## src/hw/ict_timing_map.vh

```
// constants for the instruction-cycle timing sequencer
// assumes inclusion by bare name from the single design file
`ifndef ICT_TIMING_MAP_VH
`define ICT_TIMING_MAP_VH
// system clocks per instruction cycle and phase counter
`define ICT_PHASES 3'd4
`define ICT_PHASE_W 2
`define ICT_PHASE_FIRST 2'h0
`define ICT_PHASE_LAST 2'h3
// instruction classes presented by the decoder
`define ICT_CLASS_W 4
`define ICT_CLASS_ORDINARY 4'h0
`define ICT_CLASS_JUMP 4'h1
`define ICT_CLASS_CALL 4'h2
`define ICT_CLASS_SUB_RETURN 4'h3
`define ICT_CLASS_INT_RETURN 4'h4
`define ICT_CLASS_TABLE_RD 4'h5
`define ICT_CLASS_SKIP 4'h6
`define ICT_CLASS_MOVE_R2A 4'h7
`define ICT_CLASS_MOVE_A2R 4'h8
`define ICT_CLASS_MOVE_IMM 4'h9
// data move form codes
`define ICT_MOVE_W 2
`define ICT_MOVE_NONE 2'h0
`define ICT_MOVE_R2A 2'h1
`define ICT_MOVE_A2R 2'h2
`define ICT_MOVE_IMM 2'h3
`endif

```

## src/hw/ict_timing.v

```verilog
// instruction-cycle timing: divides the system clock into instruction cycles and
// stretches each instruction to one or two of them.
// assumes the decoder holds class and flags stable while ready is low.
// Summary of operation
// - ordinary instructions finish in one instruction cycle
// - jump, call, returns and table reads take two instruction cycles
// - one instruction cycle is four system clocks
// - writing the low program counter byte acts as a jump, extra cycle
// - a taken skip costs one extra cycle, untaken skip none
// - three data move forms: register to acc, acc to register, immediate
// - fixed programmed option enables or disables one port line pull-low
`timescale 1ns/10ps
`include "ict_timing_map.vh"
module ict_timing (
    // clock and reset
    input wire core_clk_in,
    input wire rst_in,
    // decoded instruction
    input wire [`ICT_CLASS_W-1:0] instr_class_in,
    input wire writes_program_counter_low_byte_in,
    input wire skip_taken_in,
    // programmed option
    input wire pulldown_option_cfg_in,
    // timing outputs
    output reg instr_cycle_out,
    output reg [`ICT_PHASE_W-1:0] phase_out,
    output reg fetch_ready_out,
    output reg extra_cycle_out,
    output reg [`ICT_MOVE_W-1:0] data_move_instruction_out,
    output reg pulldown_option_port_line_en_out
);

localparam ST_FIRST = 2'b01;
localparam ST_SECOND = 2'b10;

reg [`ICT_PHASE_W-1:0] phase;
reg [`ICT_PHASE_W-1:0] next_phase;
reg [1:0] state;
reg [1:0] next_state;
reg next_extra;
reg next_instr_cycle;
reg next_fetch_ready;
reg [`ICT_MOVE_W-1:0] next_move;
wire cycle_end;
wire wants_two;

// class needs a second instruction cycle
function needs_two;
    input [`ICT_CLASS_W-1:0] cls;
    input lowpc_wr;
    input skip;
    begin
        case (cls)
            `ICT_CLASS_JUMP, `ICT_CLASS_CALL, `ICT_CLASS_SUB_RETURN,
            `ICT_CLASS_INT_RETURN, `ICT_CLASS_TABLE_RD: begin
                needs_two = 1'b1;
            end
            `ICT_CLASS_SKIP: begin
                needs_two = skip | lowpc_wr;
            end
            default: begin
                needs_two = lowpc_wr;
            end
        endcase
    end
endfunction

// data move form of a class
function [`ICT_MOVE_W-1:0] move_form;
    input [`ICT_CLASS_W-1:0] cls;
    begin
        case (cls)
            `ICT_CLASS_MOVE_R2A: begin
                move_form = `ICT_MOVE_R2A;
            end
            `ICT_CLASS_MOVE_A2R: begin
                move_form = `ICT_MOVE_A2R;
            end
            `ICT_CLASS_MOVE_IMM: begin
                move_form = `ICT_MOVE_IMM;
            end
            default: begin
                move_form = `ICT_MOVE_NONE;
            end
        endcase
    end
endfunction

assign cycle_end = (phase == `ICT_PHASE_LAST);

// sampled only when cycle_end is high
assign wants_two = needs_two(instr_class_in, writes_program_counter_low_byte_in,
    skip_taken_in);

always @* begin
    if (cycle_end) begin
        next_phase = `ICT_PHASE_FIRST;
    end else begin
        next_phase = phase + {{(`ICT_PHASE_W-1){1'b0}}, 1'b1};
    end
end

always @(posedge core_clk_in or posedge rst_in) begin
    if (rst_in) begin
        phase <= `ICT_PHASE_FIRST;
    end else begin
        phase <= next_phase;
    end
end

always @* begin
    next_state = state;
    next_extra = 1'b0;
    case (state)
        ST_FIRST: begin
            if (cycle_end && wants_two) begin
                next_state = ST_SECOND;
                next_extra = 1'b1;
            end
        end
        ST_SECOND: begin
            if (cycle_end) begin
                next_state = ST_FIRST;
            end else begin
                next_extra = 1'b1;
            end
        end
        default: begin
            next_state = ST_FIRST;
        end
    endcase
end

// next values of the registered outputs
always @* begin
    next_instr_cycle = cycle_end;
    // instruction done at end of its final cycle
    next_fetch_ready = cycle_end & (next_state == ST_FIRST);
    next_move = move_form(instr_class_in);
end

always @(posedge core_clk_in or posedge rst_in) begin
    if (rst_in) begin
        state <= ST_FIRST;
    end else begin
        state <= next_state;
    end
end

// boundary pulse
always @(posedge core_clk_in or posedge rst_in) begin
    if (rst_in) begin
        instr_cycle_out <= 1'b0;
    end else begin
        instr_cycle_out <= next_instr_cycle;
    end
end

// phase seen one clock late
always @(posedge core_clk_in or posedge rst_in) begin
    if (rst_in) begin
        phase_out <= `ICT_PHASE_FIRST;
    end else begin
        phase_out <= phase;
    end
end

always @(posedge core_clk_in or posedge rst_in) begin
    if (rst_in) begin
        fetch_ready_out <= 1'b0;
    end else begin
        fetch_ready_out <= next_fetch_ready;
    end
end

always @(posedge core_clk_in or posedge rst_in) begin
    if (rst_in) begin
        extra_cycle_out <= 1'b0;
    end else begin
        extra_cycle_out <= next_extra;
    end
end

always @(posedge core_clk_in or posedge rst_in) begin
    if (rst_in) begin
        data_move_instruction_out <= `ICT_MOVE_NONE;
    end else begin
        data_move_instruction_out <= next_move;
    end
end

always @(posedge core_clk_in or posedge rst_in) begin
    if (rst_in) begin
        pulldown_option_port_line_en_out <= 1'b0;
    end else begin
        pulldown_option_port_line_en_out <= pulldown_option_cfg_in;
    end
end

endmodule // ict_timing

```

## config.mk

```make
export PLATFORM = sky130hd
export DESIGN_NAME = ict_timing
export DESIGN_NICKNAME = d
export VERILOG_FILES = /design/src/hw/ict_timing.v
export VERILOG_INCLUDE_DIRS = /design/src /design/src/hw
export SDC_FILE = /design/constraint.sdc
export NUM_CORES = 1
export LEC_CHECK = 0
export BUFFER_PORTS_ARGS = -buffer_cell sky130_fd_sc_hd__buf_2
export CAP_MARGIN = 20
export CORE_MARGIN = 1
export CORE_UTILIZATION = 35
export CTS_BUF_LIST = sky130_fd_sc_hd__clkbuf_2 sky130_fd_sc_hd__clkbuf_4 sky130_fd_sc_hd__clkbuf_8
export CTS_CLUSTER_SIZE = 20
export DETAILED_ROUTE_END_ITERATION = 7
export GPL_TIMING_DRIVEN = 0
export SLEW_MARGIN = 20
export SYNTH_ARGS = -nofsm -noshare
export SYNTH_HDL_FRONTEND = slang
export SYNTH_SLANG_ARGS = --single-unit
```

## constraint.sdc

```tcl
create_clock -name core_clk_in -period 1.8 [get_ports core_clk_in]
set_input_delay 0.36 -clock core_clk_in [delete_from_list [all_inputs] [get_ports core_clk_in]]
set_output_delay 0.36 -clock core_clk_in [all_outputs]
set_load 0.02 [all_outputs]
```

After elaboration in Yosys (flattened, before gate mapping):

Index checks and enable logic that the tools add are counted.

* output and inout port bits: 8
* register bits after elaboration: 12

* bitwise logic cells: 2
* reductions and logical operators: 2
* $add $sub $neg: 1
* equality and inequality tests: 13
* multiplexer cells: 9

Operators by type and width (number)
* $eq 4x3->1 const B: 4
* $eq 4x2->1 const B: 2
* $eq 4x4->1 const B: 2
* $mux 2: 3
* $pmux 2 s3: 1
* $reduce_or 5->1: 1
* $eq 2x1->1 const B: 2
* $eq 2x2->1 const B: 2
* $eq 4x1->1 const B: 1
* $pmux 1 s2: 2
* $pmux 2 s2: 1
* $add 2x1->2 const B: 1
* $mux 1: 2
* $and 1x1->1: 1
* $logic_and 1x1->1: 1
* $or 1x1->1: 1

Depth between registers and ports, before layout:

* depth in word-level cells: 8
* depth in mapped cells: 6

Worst setup path after synthesis:

OpenSTA, ideal clock, no wires.

* kind: register to register
* start: reg state[0]
* end: reg fetch_ready_out
* slack: 520 ps
* library setup time: 123 ps
* cell stages (with the launch flop): 7
* arrival: 1157 ps
* period minus slack after synthesis: 1280 ps
* path buffers: 0
* data required time: 1677 ps
* cell sequence: dfstp_2 > inv_1 > ha_1 > a21oi_1 > a21oi_1 > o21ai_0 > a21oi_1

* cells in the longest elaborated chain, start to end: 4

Ends and longest elaborated chain
* from (decl): RTL line ict_timing.v:38 `reg [1:0] state;`
* from (signal assigned): RTL line ict_timing.v:146 `state <= next_state;`
* $eq 2x2->1, or another cell as far along: RTL line ict_timing.v:114 `case (state)`
* $pmux 2 s2 (*): RTL line ict_timing.v:114
* $eq 2x1->1 (*): RTL line ict_timing.v:138 `next_fetch_ready = cycle_end & (next_state == ST_FIRST);`
* $and 1x1->1 (*): RTL line ict_timing.v:138
* net next_fetch_ready: RTL line ict_timing.v:42 `reg next_fetch_ready;`
* to (signal assigned): RTL line ict_timing.v:172 `fetch_ready_out <= next_fetch_ready;`
* to (decl): RTL line ict_timing.v:27 `output reg fetch_ready_out,`

Mark *: on every way through the listed nets, which the timed path passes. The rest lies on a longest branch.

Final worst setup path:

Ends and elaborated chain as after synthesis.

==> results.json <==
{
  "status": "complete, no violations",
  "crit_fanout": 4,
  "die_area_um2": 1590,
  "cts_resized": 0,
  "required_ns": 1.96,
  "ios": 17,
  "grtUsageMet2_pct": 20.6,
  "cp-startpoint": "state[0]$_DFF_PP1_",
  "yosys_warnings": 0,
  "slew_violations": 0,
  "drcViolationCount": 0,
  "synth_seq_cells": 12,
  "tritoncts": "yes",
  "multi_input_area_um2": 186,
  "cp-end-kind": "register",
  "first_global_vias": 341,
  "die_w_um": 39.9,
  "setup_slack_ns": 0.421,
  "hp-class": "in2async",
  "rows": 13,
  "p_leak_nw": 0.344,
  "cts_hold_buf": 0,
  "post-dp-hpwl_um": 606,
  "track_usage_pct": 12.9,
  "yosysTopAreaCellShare_pct": 54.7,
  "grt_pass1_wl_um": 1280,
  "rsz0062_at_grt": "no",
  "grt-busiest-layer": "met2",
  "ys_types": 19,
  "max-slew-margin-rel_pct": 71.9,
  "synth_area_leaders": "dfrtp_1 55%, ha_1 7.5%, a21oi_1 6.0%, dfstp_2 5.2%, a21o_1 3.0%",
  "synth_nets": 55,
  "worstReg2RegStart": "state[0]$_DFF_PP1_",
  "antenna_cells": 0,
  "regArea_um2": 302,
  "start_util_pct": 38.2,
  "grt_remaining_overflow": 0,
  "fillers": 125,
  "ant_nets": 0,
  "gr-usage-met3_pct": 6.82,
  "period_minus_slack_ns": 1.38,
  "syn_area_um2": 503,
  "arrival_ns": 1.54,
  "setup_viol_count_final": 0,
  "power_w": 0.000693,
  "cts_sinks": 12,
  "hold_viol_final": 0,
  "power_density_nw_per_um2": 1100,
  "place.gp.congestion": 0.749,
  "clk_latency_ns": 0.27,
  "clkTransAtPathRegs_ns": 0.07,
  "cts.path.max_buffers": 2,
  "wl_um": 759,
  "port-buffer-count": 16,
  "fin_crit_sh_pct": 76.6,
  "cts-root-buf": "clkbuf_4",
  "ir_worst_vdd_uv": 491,
  "drv_cap": 0,
  "h-tree-depth": 1,
  "dieHeight_um": 39.9,
  "area_growth_syn_to_layout_pct": 25.6,
  "numCtsBuffers": 3,
  "synth_cells": 43,
  "routed_via_density": 4.78,
  "place_ws_ns": 0.437,
  "synth_area_leader_cell": "dfrtp_1",
  "crit_type": "reg2reg",
  "max_freq_mhz": 725,
  "skew_ns": 0.00793,
  "tightest_slew_ns": 0.421,
  "drive_above_1_share_pct": 36.5,
  "core_area_um2": 1320,
  "tns_ns": 0,
  "firstDrtPassIters": 4,
  "crit_path_start_kind": "register",
  "r2r_slack_ns": 0.42,
  "syn-mean-instance-area_um2": 11.7,
  "fin_nets": 76,
  "antenna_found_initial": 0,
  "fin_cells": 78,
  "vias": 373,
  "seq_area_frac_synth_pct": 60.0,
  "fin_util_pct": 48.0,
  "dr.first_iter.drc_count": 11,
  "grt_max_degree": 13,
  "wl_per_cell_um": 9.73,
  "rr_worst_depth": 6,
  "numPlacedInstances": 74,
  "met1_usage_pct": 13.2,
  "cts_setup_buffers": 0
}
[placed cells by master, fill, tap and decap left out, types with 2 or more instances in the layout]
cell type	Yosys	final
inv_1	4	4
a21oi_1	6	6
a21o_1	2	2
dfrtp_1	11	11
buf_2	0	16
clkbuf_4	0	4
ha_1	3	3
nor2_1	4	4
[registers in the layout (all words and copies together), names as in the netlist]
name and cells:
pulldown_option_port_line_en_out 1, extra_cycle_out 1, instr_cycle_out 1, phase 2, phase_out 2, state 2, data_move_instruction_out 2, fetch_ready_out 1
[cell usage after synthesis, drive strengths merged]
master	n
inv	4
nor3b	1
nand2b	2
o21ai	2
or2	1
a311oi	1
nor3	1
a21o	2
a21oi	6
nor2	4
dfstp	1
nand2	1
o21a	1
o211ai	1
nor2b	1
dfrtp	11
ha	3
[cell type report]
| type | instances | share of cell area [%] |
|---|---|---|
| flip-flops and latches | 12 | 47.7 |
| multi-input cells | 27 | 29.5 |
| repair buffers | 16 | 12.7 |
| clock buffers | 4 | 4.75 |
| well taps | 15 | 2.97 |
| inverters | 4 | 2.38 |
[logic make-up (layout without fill, tap and decap cells)]
| kind of cell | count (synthesis) | count (layout) | synth area share (%) |
|---|---|---|---|
| AO/OA/AOI/OAI | 13 | 13 | 16.9 |
| flip-flops | 12 | 12 | 60.0 |
| buffers and inverters | 4 | 24 | 2.98 |
| adder cells (fa/ha/maj) | 3 | 3 | 7.46 |
| AND/OR/NAND/NOR | 11 | 11 | 12.7 |
[metal layers]
layer | part of all wire [%] | vias to the layer above | routed length (µm)
met3 | 8.4 | 0 | 64
li1 | - | 185 | -
met1 | 42 | 166 | 316
met4 | 0 | 0 | 0
met2 | 50 | 22 | 378
met5 | 0 | - | 0
[path summary, 6_finish.rpt]
path | end
setup reg to reg | fetch_ready_out$_DFF_PP0_
setup / recovery | fetch_ready_out$_DFF_PP0_
max in group asynchronous | state[0]$_DFF_PP1_
hold / removal | phase_out[0]$_DFF_PP0_
hold reg to reg | phase_out[1]$_DFF_PP0_
min in group core_clk_in | pulldown_option_port_line_en_out$_DFF_PP0_
[critical path, stage by stage, from the launching register on]
cell and delay, ns:
dfstp_2 0.56, inv_1 0.05, ha_1 0.23, a21oi_1 0.17, a21oi_1 0.06, o21ai_0 0.15, a21oi_1 0.06
[metrics by stage]
step           hold slack [ns]  cell area (µm²)
3_3_place_gp             0.368              602
3_5_place_dp             0.369              602
6_report                0.0702              632
2_1_floorplan            0.224              503
5_1_grt                  0.105              632
4_1_cts                 0.0771              632
[power breakdown]
group          internal (W)  switching, W  total, W
logic             0.0000784      0.000108  0.000187
clock network      0.000101     0.0000804  0.000181
registers          0.000305     0.0000207  0.000325
total              0.000484      0.000209  0.000693
(Power assumes the default switching activity.)
